File: src/fault_diag_pkg.sv
// Package: offsets, field positions, reset values and states of the cell fault block.
// Assumes a 32-bit APB slave port and a single pclk domain.
package fault_diag_pkg;

    // ==========================================================
    // Register offsets (byte addresses)
    localparam logic [7:0] ADDR_FAULT_SETUP  = 8'h00;
    localparam logic [7:0] ADDR_CELL_SETUP   = 8'h04;
    localparam logic [7:0] ADDR_DEVICE_SETUP = 8'h08;
    localparam logic [7:0] ADDR_UV_LIMIT     = 8'h0C;
    localparam logic [7:0] ADDR_FAULT_STATUS = 8'h10;
    localparam logic [7:0] ADDR_UV_FAULT     = 8'h14;
    localparam logic [7:0] ADDR_WIRE_FAULT   = 8'h18;
    localparam logic [7:0] ADDR_IRQ_MASK     = 8'h1C;
    localparam logic [7:0] ADDR_COMMAND      = 8'h20;

    // ==========================================================
    // Reset values
    localparam logic [2:0]  FILTER_CODE_RST = 3'h3;     // Eight samples
    localparam logic [11:0] CELL_SETUP_RST  = 12'h000;
    localparam logic        SCAN_CUR_RST    = 1'b1;      // 1 mA
    localparam logic [13:0] UV_LIMIT_RST    = 14'h0000;
    localparam logic [3:0]  IRQ_MASK_RST    = 4'h0;

    // Full-scale limit code stands for 5 V
    localparam logic [13:0] UV_FULL_SCALE   = 14'h1FFF;

    // ==========================================================
    // Fault status bit positions
    localparam int unsigned ST_UV     = 0;
    localparam int unsigned ST_SUPPLY = 1;
    localparam int unsigned ST_GND    = 2;
    localparam int unsigned ST_WIRE   = 3;

    // Command register bit positions
    localparam int unsigned CMD_SCAN_VOLT = 0;
    localparam int unsigned CMD_SCAN_WIRE = 1;

    // ==========================================================
    // Scan sequencer states
    typedef enum logic [2:0] {
        SCAN_IDLE = 3'b001,
        SCAN_VOLT = 3'b010,
        SCAN_WIRE = 3'b100
    } scan_state_e;

endpackage : fault_diag_pkg

File: src/consec_filter.sv
// Consecutive-sample filter for one monitored condition.
// Assumes sample strobes and conditions come from logic on the same clock.
`timescale 1ns/1ps
`default_nettype none

module consec_filter #(
    parameter int unsigned CW = 8
) (
    input  wire logic       pclk,
    input  wire logic       presetn,
    input  wire logic       clear,
    input  wire logic       sample,
    input  wire logic       cond,
    input  wire logic [2:0] len_code,
    output logic            trip
);

    logic [CW-1:0] count_q;
    logic [CW-1:0] count_d;
    logic [CW-1:0] limit;
    logic [CW-1:0] count_inc;

    // Length is two to the power of the code
    assign limit     = CW'(1) << len_code;
    assign count_inc = count_q + CW'(1);

    // Trips on the sample that completes the run
    assign trip = sample & cond & (count_inc >= limit);

    // Count saturates at the limit so it never wraps
    always_comb begin
        count_d = count_q;
        if (clear) begin
            count_d = '0;
        end else if (sample) begin
            count_d = cond ? ((count_q >= limit) ? count_q : count_inc) : '0;
        end
    end

    always_ff @(posedge pclk or negedge presetn) begin
        if (!presetn) begin
            count_q <= '0;
        end else begin
            count_q <= count_d;
        end
    end
endmodule : consec_filter
`default_nettype wire

File: src/cell_fault_diagnostics.sv
// Cell fault diagnostics: undervoltage, supply/ground open and open-wire checks.
// Assumes an APB master on pclk and a measurement path on the same clock.
//
// How it works
// - Unused cell inputs skip undervoltage check
// - Undervoltage fault after programmed consecutive samples
// - Sample-count field resets to eight samples
// - First fault sends status word unprompted
// - Changing sample-count field clears filter counters
// - Good sample zeroes that cell's count
// - Pin open fault after consecutive readings
// - Closed-pin sample zeroes the open count
// - Current select: 1 gives 1mA, 0 150uA
// - Unused inputs two to twelve skip open-wire
// - Inputs zero and one always tested
// - Limit code 14'h1FFF is five volts
//
// Chosen here: the APB slave port and the register offsets.
`timescale 1ns/1ps
`default_nettype none

module cell_fault_diagnostics #(
    parameter int unsigned NUM_CELLS = 12
) (
    input  wire logic                 pclk,
    input  wire logic                 presetn,
    input  wire logic                 psel,
    input  wire logic                 penable,
    input  wire logic                 pwrite,
    input  wire logic [7:0]           paddr,
    input  wire logic [31:0]          pwdata,
    output logic [31:0]               prdata,
    output logic                      pready,
    output logic                      pslverr,
    input  wire logic                 sample_valid,
    input  wire logic [3:0]           sample_cell,
    input  wire logic [13:0]          sample_code,
    input  wire logic                 sample_supply_open,
    input  wire logic                 sample_gnd_open,
    input  wire logic                 volt_scan_done,
    input  wire logic                 wire_scan_done,
    input  wire logic [NUM_CELLS:0]   wire_open,
    output logic                      volt_scan_start,
    output logic                      wire_scan_start,
    output logic                      scan_current_select,
    output logic [NUM_CELLS:0]        wire_enable,
    output logic                      status_send,
    output logic [3:0]                status_word,
    output logic                      irq
);

    // ==========================================================
    // Register state
    logic [2:0]             code_q, code_d;
    logic [NUM_CELLS-1:0]   cell_setup_q, cell_setup_d;
    logic                   iscan_q, iscan_d;
    logic [13:0]            uv_limit_q, uv_limit_d;
    logic [3:0]             status_q, status_d;
    logic [NUM_CELLS-1:0]   uv_fault_q, uv_fault_d;
    logic [NUM_CELLS:0]     wire_fault_q, wire_fault_d;
    logic [3:0]             mask_q, mask_d;
    logic [31:0]            prdata_q, prdata_d;
    logic                   pready_q, pready_d;
    logic                   pslverr_q, pslverr_d;
    logic                   send_q, send_d;
    logic [3:0]             word_q, word_d;
    logic                   irq_q, irq_d;
    logic [NUM_CELLS:0]     wen_q, wen_d;
    fault_diag_pkg::scan_state_e state_q, state_d;
    logic                   vstart_q, vstart_d;
    logic                   wstart_q, wstart_d;

    logic                   wr_en;
    logic                   filt_clear;
    logic                   in_volt;
    logic [NUM_CELLS-1:0]   uv_trip;
    logic                   sup_trip, gnd_trip;
    logic [3:0]             st_set;
    logic [3:0]             st_clr;
    logic [NUM_CELLS-1:0]   uv_set;
    logic [NUM_CELLS:0]     wire_set;

    // Write lands only on the completing access edge
    assign wr_en   = psel & penable & pwrite & pready_q;
    assign in_volt = (state_q == fault_diag_pkg::SCAN_VOLT);

    assign filt_clear = wr_en && (paddr == fault_diag_pkg::ADDR_FAULT_SETUP) && (pwdata[2:0] != code_q);

    // ==========================================================
    // Filters, one per cell plus supply and ground pins
    genvar gi;
    generate
        for (gi = 0; gi < NUM_CELLS; gi++) begin : g_uv
            logic hit_cell;
            assign hit_cell = (sample_cell == 4'(gi));
            consec_filter u_uv (
                .pclk     (pclk),
                .presetn  (presetn),
                .clear    (filt_clear),
                .sample   (sample_valid & in_volt & hit_cell & ~cell_setup_q[gi]),
                .cond     (sample_code < uv_limit_q),
                .len_code (code_q),
                .trip     (uv_trip[gi])
            );
        end
    endgenerate

    consec_filter u_sup (
        .pclk     (pclk),
        .presetn  (presetn),
        .clear    (filt_clear),
        .sample   (sample_valid & in_volt),
        .cond     (sample_supply_open),
        .len_code (code_q),
        .trip     (sup_trip)
    );

    consec_filter u_gnd (
        .pclk     (pclk),
        .presetn  (presetn),
        .clear    (filt_clear),
        .sample   (sample_valid & in_volt),
        .cond     (sample_gnd_open),
        .len_code (code_q),
        .trip     (gnd_trip)
    );

    // ==========================================================
    // Fault event collection
    always_comb begin
        uv_set   = uv_trip;
        // Wire results only count at the end of a wire scan
        wire_set = (wire_scan_done && state_q == fault_diag_pkg::SCAN_WIRE) ? (wire_open & wen_q) : '0;
        st_set   = '0;
        st_set[fault_diag_pkg::ST_UV]     = |uv_set;
        st_set[fault_diag_pkg::ST_SUPPLY] = sup_trip;
        st_set[fault_diag_pkg::ST_GND]    = gnd_trip;
        st_set[fault_diag_pkg::ST_WIRE]   = |wire_set;
        st_clr = (wr_en && paddr == fault_diag_pkg::ADDR_FAULT_STATUS) ? pwdata[3:0] : 4'h0;
    end

    // ==========================================================
    // Setup and fault registers, next values
    always_comb begin
        code_d       = code_q;
        cell_setup_d = cell_setup_q;
        iscan_d      = iscan_q;
        uv_limit_d   = uv_limit_q;
        mask_d       = mask_q;
        status_d     = (status_q & ~st_clr) | st_set;
        uv_fault_d   = uv_fault_q | uv_set;
        wire_fault_d = wire_fault_q | wire_set;
        if (wr_en) begin
            case (paddr)
                fault_diag_pkg::ADDR_FAULT_SETUP:  code_d       = pwdata[2:0];
                fault_diag_pkg::ADDR_CELL_SETUP:   cell_setup_d = pwdata[NUM_CELLS-1:0];
                fault_diag_pkg::ADDR_DEVICE_SETUP: iscan_d      = pwdata[0];
                fault_diag_pkg::ADDR_UV_LIMIT:     uv_limit_d   = pwdata[13:0];
                fault_diag_pkg::ADDR_IRQ_MASK:     mask_d       = pwdata[3:0];
                fault_diag_pkg::ADDR_UV_FAULT:     uv_fault_d   = (uv_fault_q & ~pwdata[NUM_CELLS-1:0]) | uv_set;
                fault_diag_pkg::ADDR_WIRE_FAULT:   wire_fault_d = (wire_fault_q & ~pwdata[NUM_CELLS:0]) | wire_set;
                default: ;
            endcase
        end
        for (int i = 2; i <= NUM_CELLS; i++) begin
            wen_d[i] = ~cell_setup_q[i-1];
        end
        wen_d[1:0] = 2'b11;
        send_d = (status_q == 4'h0) && (st_set != 4'h0);
        word_d = send_d ? status_d : word_q;
        irq_d  = |(status_d & mask_q);
    end

    always_ff @(posedge pclk or negedge presetn) begin
        if (!presetn) begin
            code_q       <= fault_diag_pkg::FILTER_CODE_RST;
            cell_setup_q <= fault_diag_pkg::CELL_SETUP_RST;
            iscan_q      <= fault_diag_pkg::SCAN_CUR_RST;
            uv_limit_q   <= fault_diag_pkg::UV_LIMIT_RST;
            mask_q       <= fault_diag_pkg::IRQ_MASK_RST;
            status_q     <= '0;
            uv_fault_q   <= '0;
            wire_fault_q <= '0;
            wen_q        <= '1;
            send_q       <= 1'b0;
            word_q       <= '0;
            irq_q        <= 1'b0;
        end else begin
            code_q       <= code_d;
            cell_setup_q <= cell_setup_d;
            iscan_q      <= iscan_d;
            uv_limit_q   <= uv_limit_d;
            mask_q       <= mask_d;
            status_q     <= status_d;
            uv_fault_q   <= uv_fault_d;
            wire_fault_q <= wire_fault_d;
            wen_q        <= wen_d;
            send_q       <= send_d;
            word_q       <= word_d;
            irq_q        <= irq_d;
        end
    end

    // ==========================================================
    // Scan sequencer; a new command while busy is ignored
    always_comb begin
        state_d  = state_q;
        vstart_d = 1'b0;
        wstart_d = 1'b0;
        case (state_q)
            fault_diag_pkg::SCAN_IDLE: begin
                if (wr_en && paddr == fault_diag_pkg::ADDR_COMMAND) begin
                    if (pwdata[fault_diag_pkg::CMD_SCAN_VOLT]) begin
                        state_d  = fault_diag_pkg::SCAN_VOLT;
                        vstart_d = 1'b1;
                    end else if (pwdata[fault_diag_pkg::CMD_SCAN_WIRE]) begin
                        state_d  = fault_diag_pkg::SCAN_WIRE;
                        wstart_d = 1'b1;
                    end
                end
            end
            fault_diag_pkg::SCAN_VOLT: if (volt_scan_done) state_d = fault_diag_pkg::SCAN_IDLE;
            // Busy shown until wire scan ends
            fault_diag_pkg::SCAN_WIRE: if (wire_scan_done) state_d = fault_diag_pkg::SCAN_IDLE;
            default: state_d = fault_diag_pkg::SCAN_IDLE;
        endcase
    end

    always_ff @(posedge pclk or negedge presetn) begin
        if (!presetn) begin
            state_q  <= fault_diag_pkg::SCAN_IDLE;
            vstart_q <= 1'b0;
            wstart_q <= 1'b0;
        end else begin
            state_q  <= state_d;
            vstart_q <= vstart_d;
            wstart_q <= wstart_d;
        end
    end

    // ==========================================================
    // APB read path; data captured in setup, answered next cycle
    always_comb begin
        pready_d  = psel & ~penable;
        prdata_d  = prdata_q;
        pslverr_d = 1'b0;
        if (psel && !penable) begin
            prdata_d = 32'h0000_0000;
            case (paddr)
                fault_diag_pkg::ADDR_FAULT_SETUP:  prdata_d[2:0]           = code_q;
                fault_diag_pkg::ADDR_CELL_SETUP:   prdata_d[NUM_CELLS-1:0] = cell_setup_q;
                fault_diag_pkg::ADDR_DEVICE_SETUP: prdata_d[0]             = iscan_q;
                fault_diag_pkg::ADDR_UV_LIMIT:     prdata_d[13:0]          = uv_limit_q;
                fault_diag_pkg::ADDR_FAULT_STATUS: prdata_d[3:0]           = status_q;
                fault_diag_pkg::ADDR_UV_FAULT:     prdata_d[NUM_CELLS-1:0] = uv_fault_q;
                fault_diag_pkg::ADDR_WIRE_FAULT:   prdata_d[NUM_CELLS:0]   = wire_fault_q;
                fault_diag_pkg::ADDR_IRQ_MASK:     prdata_d[3:0]           = mask_q;
                fault_diag_pkg::ADDR_COMMAND:      prdata_d[0]             = (state_q != fault_diag_pkg::SCAN_IDLE);
                default:                           pslverr_d               = 1'b1;
            endcase
        end
    end

    always_ff @(posedge pclk or negedge presetn) begin
        if (!presetn) begin
            prdata_q  <= 32'h0000_0000;
            pready_q  <= 1'b0;
            pslverr_q <= 1'b0;
        end else begin
            prdata_q  <= prdata_d;
            pready_q  <= pready_d;
            pslverr_q <= pslverr_d;
        end
    end

    assign scan_current_select = iscan_q;
    assign prdata              = prdata_q;
    assign pready              = pready_q;
    assign pslverr             = pslverr_q;
    assign volt_scan_start     = vstart_q;
    assign wire_scan_start     = wstart_q;
    assign wire_enable         = wen_q;
    assign status_send         = send_q;
    assign status_word         = word_q;
    assign irq                 = irq_q;
endmodule : cell_fault_diagnostics
`default_nettype wire

File: config.mk
export PLATFORM = sky130hd
export DESIGN_NAME = cell_fault_diagnostics
export DESIGN_NICKNAME = d
export VERILOG_FILES = /design/src/fault_diag_pkg.sv /design/src/consec_filter.sv /design/src/cell_fault_diagnostics.sv
export SDC_FILE = /design/constraint.sdc
export NUM_CORES = 1
export LEC_CHECK = 0
export BUFFER_PORTS_ARGS = -buffer_cell sky130_fd_sc_hd__buf_2
export CORE_UTILIZATION = 60
export DETAILED_ROUTE_END_ITERATION = 8
export GPL_TIMING_DRIVEN = 0
export PLACE_DENSITY = 0.88
export SYNTH_ARGS = -nofsm -noshare
export SYNTH_HDL_FRONTEND = slang
export SYNTH_SLANG_ARGS = --single-unit
export TNS_END_PERCENT = 20
File: constraint.sdc
create_clock -name pclk -period 11.85 [get_ports pclk]
set_input_delay 0.5925 -clock pclk [delete_from_list [all_inputs] [get_ports pclk]]
set_output_delay 0.5925 -clock pclk [all_outputs]
set_load 0.03 [all_outputs]
==> results of run 1 <==
==> cells by family (layout without fill, tap and decap cells) <==
kind of cell,Yosys count,in the layout,synth area share
simple gates,458,458,0.1461
compound gates,416,416,0.1959
fa+ha+maj,251,251,0.2023
flops,213,213,0.3446
buf+inv,109,256,0.03143
xor+xnor,88,88,0.04965
mux,40,40,0.02958
other cells,2,23,0.0004838
==> registers in the layout, indices dropped and copies added (netlist names), 3 cells and up <==
name	cells
mask_q	4
state_q	3
wire_fault_q	13
uv_limit_q	14
u_sup.count_q	8
wire_enable	11
prdata	14
g_uv.u_uv.count_q	96
cell_setup_q	12
code_q	3
uv_fault_q	12
status_word	4
status_q	4
u_gnd.count_q	8
==> cells in the final DEF (no fill, tap or decap), types with 19 or more instances in the layout <==
cell type,netlist,final
ha_1,251,251
dfrtp_1,198,198
nand2_1,149,147
buf_2,0,94
a22o_1,93,93
a21oi_1,88,88
nor2_1,84,84
nand3_1,67,66
inv_1,47,47
xor2_1,46,46
xnor2_1,42,42
clkbuf_1,31,37
o21ai_0,37,37
a21o_1,35,35
mux2_2,35,35
and3_1,28,28
clkbuf_16,0,25
or3_1,23,23
buf_4,21,21
conb_1,2,20
nand2b_1,19,19
nor3_1,20,19
==> cell type report <==
| class | count | area [sq um] | share of cell area |
|---|---|---|---|
| clock inverters | 7 | 60.06 | 0.003439 |
| flip-flops and latches | 213 | 5349 | 0.3063 |
| well taps | 330 | 412.9 | 0.02364 |
| repair buffers | 103 | 648.1 | 0.03711 |
| diodes | 3 | 7.507 | 0.0004298 |
| inverters | 53 | 198.9 | 0.01139 |
| clock buffers | 37 | 730.7 | 0.04184 |
| multi-input cells | 1273 | 9769 | 0.5594 |
| plain buffers | 56 | 289.0 | 0.01655 |
==> routing by layer <==
layer  wire length, microns  vias to the layer above  share of wire
met1                  16780                     6686           0.39
met2                  20860                      743           0.48
li1                       -                     6204              -
met5                      0                        -              0
met4                   2232                        0          0.052
met3                   3353                      212          0.078
==> metrics by stage <==
stage	total power [mW]	instance area (sq um)	hold slack [ps]	utilization	setup WS, ps
global placement	0.8252	16480	418.5	0.6525	5589
CTS	1.572	17450	150.4	0.6911	7100
detailed placement	0.8304	16660	439.0	0.6598	7123
finish	1.570	17470	71.03	0.6916	7236
global route	1.611	17470	162.0	0.6916	7121
floorplan	0.7852	15590	296.9	-	7381
==> critical path, stage by stage (launching register included) <==
cell and delay (ps):
dfstp_2 550, clkbuf_1 360, nand3_2 840, ha_1 660, and3_1 210, o211ai_1 100, or3_1 420, a21oi_1 460
nor4_1 120, nand4_1 140, o21a_4 190, o21ai_4 100, mux2_4 340
==> worst min-delay path by stage <==
stage                          from                        to  cells after the start
global placement    cell_setup_q[6]            wire_enable[7]                      1
finish                      presetn  g_uv[10].u_uv.count_q[2]                      2
detailed placement  cell_setup_q[1]            wire_enable[2]                      1
floorplan                   presetn           cell_setup_q[0]                      0
global route                presetn  g_uv[10].u_uv.count_q[1]                      2
CTS                         presetn   g_uv[6].u_uv.count_q[5]                      2
==> power by group <==
| part | leakage (nW) | total (mW) | internal (mW) | switching (mW) |
|---|---|---|---|---|
| logic | 5.35 | 0.0895 | 0.0275 | 0.0620 |
| registers | 2.90 | 0.731 | 0.730 | 0.00134 |
| clock network | 0.396 | 0.749 | 0.445 | 0.305 |
| total | 8.65 | 1.57 | 1.20 | 0.368 |
==> key figures, run 1 <==
Status
  • Outcome: complete, but fails checks
  • Violations in the final reports: capacitance limit

Die
  • Initial Util: 0.6147
  • Height of the die: 162.9 microns
  • Die ar.: 26,520 sq um
  • I/O pins: 137
  • Die X: 162.9 microns
  • Placeable Area: 25,250 sq um
  • Rows: 58

Clock network
  • TritonCTS Buffers: 24
  • Postcts setup bufs: 0
  • Clock-pin slew on the worst setup and hold paths: 60 ps
  • CTS Buffer Depth: 3
  • Clk_lat worst skew: 530 ps
  • CTS tree: yes
  • Hold-fix buffers, CTS: 0
  • Root buf cell: clkbuf_16
  • Htree depth: 1
  • # resized after CTS: 0
  • CTS Sinks: 213

Route
  • DRT Pass-1 Iters: 9
  • Routed vias/inst: 6.672
  • DRC Markers: 0
  • Detailed Route Iter0 Violations: 1,643
  • DR WL/cell: 20.83 microns
  • WL final: 43.22 mm
  • Final ANT Viol Nets: 0
  • Via count: 13,850

Layout
  • Layout Cells excl Fill: 2,075
  • Fin nets: 2,056
  • Area Overhead vs Synth: 12.51%
  • Layout cells sized above 1: 0.1383
  • Fillers: 1,795

Synth
  • Post-Synthesis Cells: 1,577
  • Top FF cell, synth: dfrtp_1
  • Register bit total from synthesis: 213
  • Area leader, netlist: dfrtp_1
  • Sequential area share after synthesis: 0.3446
  • Async SR Flop Fraction: 1.000
  • Mapped Area: 15,520 sq um
  • Synth unique cells: 69
  • Synth top cells by count: ha_1 (251), dfrtp_1 (198), nand2_1 (149)
  • Top-count cell post-synth: ha_1
  • Synth top area share: 0.3192
  • Synth Area per Inst: 9.844 sq um
  • Yosys warnings: 0
  • Synth area leaders: dfrtp_1 (32%), ha_1 (20%), a22o_1 (5.2%), nand2_1 (3.6%), a21oi_1 (2.8%)
  • Post-synth EDFFs: 0

STA
  • RSZ-0062 raised after global routing: false
  • Worst Clk Skew: 13.02 ps
  • Rel. slew slack: 0.003725
  • Fin crit share: 0.3894
  • Final hold violations: 0
  • Peak Freq: 0.2167 GHz
  • Tmin final: 4614 ps
  • Worst Max-Slew Pin Slew: 1474 ps
  • Fin. max-slew vios: 0
  • # setup viols final: 0
  • Setup TNS: 0 ps

Critical path
  • Setup CP Type: reg2reg
  • Critical Path Start Type: flop
  • Crit end category: flop
  • FF-to-FF setup slack: 7240 ps
  • Worst Reg2Reg Path Length in Cells: 12
  • Arr. time, crit path: 5030 ps
  • CP Data Required Time: 12,260 ps
  • End of the critical path: status_word[3]
  • Worst flop-to-flop path endpoint: status_word[3]
  • Critical path origin: code_q[0]
  • Worst Path Max Fanout: 28
  • Reg-to-Reg Start: code_q[0]

Global route
  • Met2 usage: 0.5447
  • First-pass GRT wire length: 68.99 mm
  • GRT Max-Usage Layer: met2
  • Vias in the first global route: 14,170
  • Initial antenna violation count: 3
  • Tot GR Track Use: 0.3240
  • Met1 Track Usage GR: 0.4013
  • Pin count of the biggest net entering global routing: 123
  • GR Util met3: 0.04660
  • Congestion Overflow GR: 0

Job
  • Max_cap viols: 1

Power
  • PwrDens: 89.89 nW/um^2
  • VDD IR max: 104.3 uV
  • Pleak: 8.646 nW

Placement
  • IO buf count: 95
  • Placed insts: 2,028
  • DP HPWL: 30.76 mm
  • GPL Wtd Cong: 0.9056

Hold path
  • Worst min-delay path class: in2async
No activity file was read; power rests on OpenSTA's default activity.
==> inputs of run 2 (changes only) <==
- clock period: 11.85 -> 4.3 ns (I/O delays scaled with it)
==> run 2 against run 1 <==
The run now ends clean. Critical path depth unchanged. Total power increased to 2.9 times the previous value. Fmax rose by 12%. Global-route usage increased by 1.6 points. Via count grew 2.0%. Design area grew 2.1%. Sequential share of layout area shrank 0.64 points. First-iteration DRC count is 8.1% lower. Routed wire length grew 4.2%. Combinational power grew to 2.9 times the previous value. Die area did not move. Clock power grew to 3.1 times the previous value.
==> key figures, run 2 (same netlist as run 1, synthesis figures left out) <==
Status
  • Outcome: complete, no violations

Route
  • WL final: 45.02 mm (+4.2%)
  • Max Used Layer: met4
  • DR WL/cell: 21.43 microns (+2.9%)
  • Routed vias/inst: 6.723 (+0.75%)
  • DRT Pass-1 Iters: 7 (-2)
  • Metal-1 WL: 17.26 mm (+2.9%)
  • Final ANT Viol Nets: 0 (unchanged)
  • Detailed Route Iter0 Violations: 1,510 (-8.1%)
  • Met3 wire len: 3.810 mm (+14%)
  • Via count: 14,120 (+2.0%)
  • DRC Markers: 0 (unchanged)
  • Met2 WL: 21.49 mm (+3.0%)

STA
  • Peak Freq: 0.2426 GHz (+12%)
  • Fin crit share: 0.9586 (+0.5692)
  • Rel. slew slack: 0.2216 (+0.2178)
  • WHS: 0.7812 ps (-70.25 ps)
  • Tmin final: 4122 ps (-492.3 ps)
  • # setup viols final: 0 (unchanged)
  • Final hold violations: 0 (unchanged)
  • Worst Clk Skew: 15.06 ps (+2.044 ps)
  • Setup TNS: 0 ps (unchanged)
  • Worst Max-Slew Pin Slew: 1152 ps (-322.4 ps)
  • RSZ-0062 raised after global routing: false
  • Fin. max-slew vios: 0 (unchanged)

Power
  • Clock Power Share: 0.506 (+0.029)
  • NetSw: 1.054 mW (+190%)
  • Combinational share of power: 0.056 (about the same)
  • PwrDens: 258.0 nW/um^2 (+190%)
  • VDD IR max: 392.3 uV (+280%)
  • Pint: 3.547 mW (+200%)
  • Sw Ratio: 0.2291 (-0.005466)
  • Sequential share of power: 0.438 (-0.028)
  • Pleak: 8.805 nW (+1.8%)

Layout
  • Area Overhead vs Synth: 14.92%
  • Layout Cells excl Fill: 2,101 (+1.3%)
  • Layout cells sized above 1: 0.1414 (+0.003056)
  • Most flops, register: g_uv.u_uv.count_q
  • Max FFs per register: 96 (unchanged)
  • Fin nets: 2,082 (+1.3%)
  • Design area: 17,840 sq um (+2.1%)
  • Most frequent cells in the layout: ha_1 (251), dfrtp_1 (198), nand2_1 (147), buf_2 (94), a22o_1 (93)
  • Most common cell after layout, fill and taps aside: ha_1

Global route
  • Pin count of the biggest net entering global routing: 121 (-1.6%)
  • First-pass GRT wire length: 71.69 mm (+3.9%)
  • Initial antenna violation count: 1 (-2)
  • Tot GR Track Use: 0.3396 (+0.01558)
  • Congestion Overflow GR: 0 (unchanged)
  • Vias in the first global route: 14,300 (+0.95%)

Die
  • Die X: 162.9 microns (unchanged)
  • Placeable Area: 25,250 sq um (unchanged)
  • Initial Util: 0.6147 (unchanged)
  • Die ar.: 26,520 sq um (unchanged)
  • Rows: 58 (unchanged)
  • I/O pins: 137 (unchanged)
  • Height of the die: 162.9 microns (unchanged)

Critical path
  • Slowest cell delay on critical path: 770 ps (-70 ps)
  • Critical Path Slowest Stage Cell: dfstp_2
  • Worst path cell trace: nand3b_1 -> buf_8 -> buf_8 -> ha_1 -> a21oi_1 -> o21ai_0 -> o21bai_1 -> nor4b_1 -> nand4_1 -> o21a_4 -> o21ai_4 -> mux2_4
  • Arr. time, crit path: 4530 ps (-500 ps)
  • Worst Path Max Fanout: 12 (-57%)
  • Setup CP Type: reg2reg
  • Most common cell type on the critical path: buf_8
  • CP Data Required Time: 4710 ps (-7550 ps)
  • Critical Path Start Type: flop
  • Crit end category: flop

Clock network
  • TritonCTS Buffers: 24 (unchanged)
  • Clock-pin slew on the worst setup and hold paths: 60 ps (about the same)
  • Root buf cell: clkbuf_16
  • CTS Sinks: 213 (unchanged)
  • CTS Buffer Depth: 3 (unchanged)
  • CTS tree: yes
  • Clk_lat worst skew: 530 ps (about the same)
  • Htree depth: 1 (unchanged)

Job
  • Max_cap viols: 0 (-1)

Placement
  • Post-Place Cell Area: 16,650 sq um (about the same)
  • IO buf count: 95 (unchanged)
  • GPL Wtd Cong: 0.9185 (+1.4%)
  • Placed insts: 2,028 (unchanged)
  • DP HPWL: 30.28 mm (-1.6%)

Hold path
  • Worst min-delay path class: in2reg
[run 2: power by group through the flow]
| stage | Sequential [mW] | Clock [mW] | Combinational, mW |
|---|---|---|---|
| 3_3_place_gp | 2.05 | 0 | 0.223 |
| 6_report | 2.01 | 2.33 | 0.260 |
| 3_5_place_dp | 2.05 | 0 | 0.235 |
| 2_1_floorplan | 2.06 | 0 | 0.107 |
| 5_1_grt | 2.01 | 2.42 | 0.281 |
| 4_1_cts | 2.01 | 2.32 | 0.254 |
[run 2: critical path, delay by kind of cell (launching register included)]
family / cells / cell delay [ps]
compound gates: 5 / 1130
fa+ha+maj: 1 / 290
buf+inv: 2 / 500
flops: 1 / 770
mux: 1 / 330
simple gates: 3 / 950
[run 2: what timing repair did]
item / CTS / global route
hold buffers: 22 / 1
endpoints found under the hold margin: 115 / 1
pin swaps: 1 / 0
gates cloned: 1 / 0
setup buffers: 5 / 0
gates resized for setup: 4 / 0
endpoints found under the setup margin: 16 / 3
[run 2: metal layers]
layer | global-route usage | up-vias
met5 | 0 | -
met4 | 0.1856 | 0
met3 | 0.05908 | 221
met2 | 0.5654 | 797
met1 | 0.4180 | 6849
li1 | - | 6257
[run 2: area by class of cell]
| cell class | instances | area (sq um) |
|---|---|---|
| antenna | 3 | 7.507 |
| buffer | 53 | 277.8 |
| clock buffer | 33 | 705.7 |
| clock inverter | 11 | 190.2 |
| fill | 1713 | 7415 |
| inverter | 53 | 198.9 |
| multi-input combinational | 1274 | 9799 |
| sequential | 213 | 5349 |
| tap | 330 | 412.9 |
| timing repair buffer | 131 | 898.4 |
[run 2: stage by stage]
stage	total power [mW]	utilization	setup slack, ps
floorplan	2.164	-	490.1
global placement	2.273	0.6527	-842.7
detailed placement	2.285	0.6594	-502.0
CTS	4.591	0.7059	58.90
global route	4.711	0.7062	11.32
finish	4.602	0.7064	177.9
[run 2: final timing paths]
check	start	endpoint	slack (ps)	depth (start not counted)
setup / recovery	code_q[0]	status_word[1]	180	12
max in group asynchronous	presetn	status_q[0]	2990	3
hold / removal	pwdata[9]	uv_limit_q[9]	0.8	2
hold reg to reg	cell_setup_q[3]	wire_enable[4]	440	1
min in group asynchronous	presetn	g_uv[10].u_uv.count_q[1]	290	2
setup reg to reg	code_q[0]	status_word[1]	180	12
==> inputs of run 3 (changes only) <==
- CORE_UTILIZATION: 60 -> 55
- PLACE_DENSITY: 0.88 -> 0.83
==> run 3 against run 2 <==
Design area up 0.76%. Critical path depth decreased by 1. Clock skew is 11 ps higher. Critical endpoint is now status_word[3]. Critical path type unchanged. Largest cell class unchanged. First-iteration DRC count fell by 6.3%. Clock power increased by 5%.
==> key figures, run 3 (same netlist as run 1, synthesis figures left out) <==
STA
  • Final hold violations: 0 (unchanged)
  • Final WS setup: 165.9 ps (-11.94 ps)
  • Worst Clk Skew: 26.15 ps (+11.09 ps)
  • # setup viols final: 0 (unchanged)
  • RSZ-0062 raised after global routing: false
  • Worst Max-Slew Pin Slew: 1199 ps (+46.76 ps)
  • Rel. slew slack: 0.1900 (-0.03160)
  • Fin. max-slew vios: 0 (unchanged)
  • Peak Freq: 0.2419 GHz (-0.29%)
  • Tmin final: 4134 ps (+11.94 ps)
  • Fin crit share: 0.9614 (+0.002778)

Clock network
  • Htree depth: 1 (unchanged)
  • Root buf cell: clkbuf_16
  • CTS Buffer Depth: 3 (unchanged)
  • CTS tree: yes
  • Clk_lat worst skew: 540 ps (about the same)
  • CTS Sinks: 213 (unchanged)
  • TritonCTS Buffers: 24 (unchanged)
  • Clock-pin slew on the worst setup and hold paths: 60 ps (about the same)

Layout
  • Reg area: 5349 sq um (unchanged)
  • Most common cell after layout, fill and taps aside: ha_1
  • Fillers: 2,139 (+25%)
  • Multi-input gate area: 9797 sq um (about the same)
  • Layout cells sized above 1: 0.1417 (+0.0003251)
  • Most frequent cells in the layout: ha_1 (251), dfrtp_1 (198), nand2_1 (147), buf_2 (94), a22o_1 (93)
  • Design area: 17,980 sq um (+0.76%)
  • Area Overhead vs Synth: 15.80%
  • Fin nets: 2,085 (+0.14%)
  • Max FFs per register: 96 (unchanged)
  • Most flops, register: g_uv.u_uv.count_q

Placement
  • DP Worst Slack: -499.9 ps (+2.079 ps)
  • GPL Wtd Cong: 0.9071 (-1.2%)
  • IO buf count: 95 (unchanged)
  • DP HPWL: 30.13 mm (-0.50%)
  • Post-Place Cell Area: 16,730 sq um (+0.48%)

Critical path
  • Crit path depth: 11 (-1)
  • Worst Path Max Fanout: 14 (+2)
  • Worst path cell trace: or3b_4 -> ha_1 -> a211o_1 -> a31o_2 -> a21oi_1 -> o22ai_1 -> nor4_1 -> nand4_1 -> o21a_4 -> o21ai_4 -> mux2_4
  • End of the critical path: status_word[3]
  • Worst flop-to-flop path endpoint: status_word[3]
  • WP buf/inv: 0 (-2)
  • CP Data Required Time: 4720 ps (about the same)
  • Crit end category: flop
  • Arr. time, crit path: 4550 ps (+20 ps)
  • Setup CP Type: reg2reg
  • Critical Path Start Type: flop
  • Cell family with most CP delay: compound AO/OA/AOI/OAI gates
  • Worst Reg2Reg Path Length in Cells: 11 (-1)
  • FF-to-FF setup slack: 170 ps (about the same)
  • Reg-to-Reg Start: code_q[1]
  • Slowest cell delay on critical path: 730 ps (-40 ps)
  • Critical path origin: code_q[1]
  • Critical Path Slowest Stage Cell: dfstp_2

Global route
  • Tot GR Track Use: 0.3041 (-0.03552)
  • Initial antenna violation count: 4 (+3)
  • Congestion Overflow GR: 0 (unchanged)
  • Pin count of the biggest net entering global routing: 114 (-5.8%)
  • First-pass GRT wire length: 69.95 mm (-2.4%)
  • Vias in the first global route: 13,860 (-3.1%)

Route
  • Final ANT Viol Nets: 0 (unchanged)
  • DR WL/cell: 20.60 microns (-3.9%)
  • Routed vias/inst: 6.518 (-3.0%)
  • Via count: 14,030 (-0.64%)
  • DRC Markers: 0 (unchanged)
  • DRT Pass-1 Iters: 7 (unchanged)
  • Detailed Route Iter0 Violations: 1,415 (-6.3%)
  • WL final: 44.34 mm (-1.5%)

Hold path
  • Hold Path Depth: 2 (unchanged)
  • Worst min-delay path class: in2reg

Die
  • Rows: 61 (+5.2%)
  • Initial Util: 0.5588 (-0.05592)
  • Height of the die: 170 microns (+4.4%)
  • I/O pins: 137 (unchanged)
  • Die X: 170 microns (+4.4%)
  • Die ar.: 28,900 sq um (+9.0%)
  • Placeable Area: 27,780 sq um (+10%)

Power
  • Pleak: 8.848 nW (+0.50%)
  • Total power: 4.722 mW (+2.6%)
  • PwrDens: 262.7 nW/um^2 (+1.8%)
  • VDD IR max: 316.6 uV (-19%)

Status
  • Outcome: complete, no violations

Job
  • Max_cap viols: 0 (unchanged)
-- run 3: repair_timing --
action                     CTS  global route
setup buffers                6             0
gates resized for setup      3             1
setup endpoints to repair   18             3
hold buffers                24             0
hold endpoints to repair   132             0
gates cloned                 1             0
pin swaps                    3             0
-- run 3: power by group --
part           internal (mW)  switching, mW  total [mW]
clock network           1.56          0.880        2.44
logic                 0.0871          0.176       0.263
registers               2.01        0.00458        2.01
total                   3.66           1.06        4.72
-- run 3: stage by stage --
step           utilization  std cells  hold slack (ps)  setup TNS, ps
2_1_floorplan            -       1595           -80.59              0
3_3_place_gp        0.5955       2068            432.0        -146120
3_5_place_dp        0.6023       2077            367.6          -2345
4_1_cts             0.6466       2150            13.04              0
5_1_grt             0.6470       2153            5.050              0
6_report            0.6470       2153            11.89              0
-- run 3: worst reg2reg max path: cells and delay by family (launching register included) --
family | cells | cell delay, ps
multiplexers | 1 | 330
AND/OR/NAND/NOR | 3 | 1040
adder cells (fa/ha/maj) | 1 | 380
flip-flops | 1 | 730
AO/OA/AOI/OAI | 6 | 1550
-- run 3: layout make-up --
| type | instances | area share |
|---|---|---|
| antenna | 4 | 0.0005568 |
| clock inverter | 10 | 0.01253 |
| timing repair buffer | 134 | 0.05206 |
| clock buffer | 34 | 0.03947 |
| inverter | 53 | 0.01107 |
| sequential | 213 | 0.2976 |
| buffer | 53 | 0.01545 |
| tap | 378 | 0.02631 |
| multi-input combinational | 1274 | 0.5450 |
-- run 3: worst min-delay path by stage --
stage | from | to | slack [ps]
2_1_floorplan | presetn | cell_setup_q[0] | -80
3_3_place_gp | cell_setup_q[5] | wire_enable[6] | 430
3_5_place_dp | presetn | g_uv[6].u_uv.count_q[3] | 370
4_1_cts | pwdata[5] | cell_setup_q[5] | 10
5_1_grt | pwdata[10] | cell_setup_q[10] | 5
6_report | pwdata[5] | cell_setup_q[5] | 10
-- run 3: metal layers --
| layer | wire length (microns) | global-route usage | vias up |
|---|---|---|---|
| met2 | 21190 | 0.5043 | 714 |
| met3 | 3586 | 0.05814 | 180 |
| met1 | 17580 | 0.3785 | 6867 |
| met4 | 1984 | 0.1512 | 0 |
| met5 | 0 | 0 | - |
| li1 | - | - | 6273 |
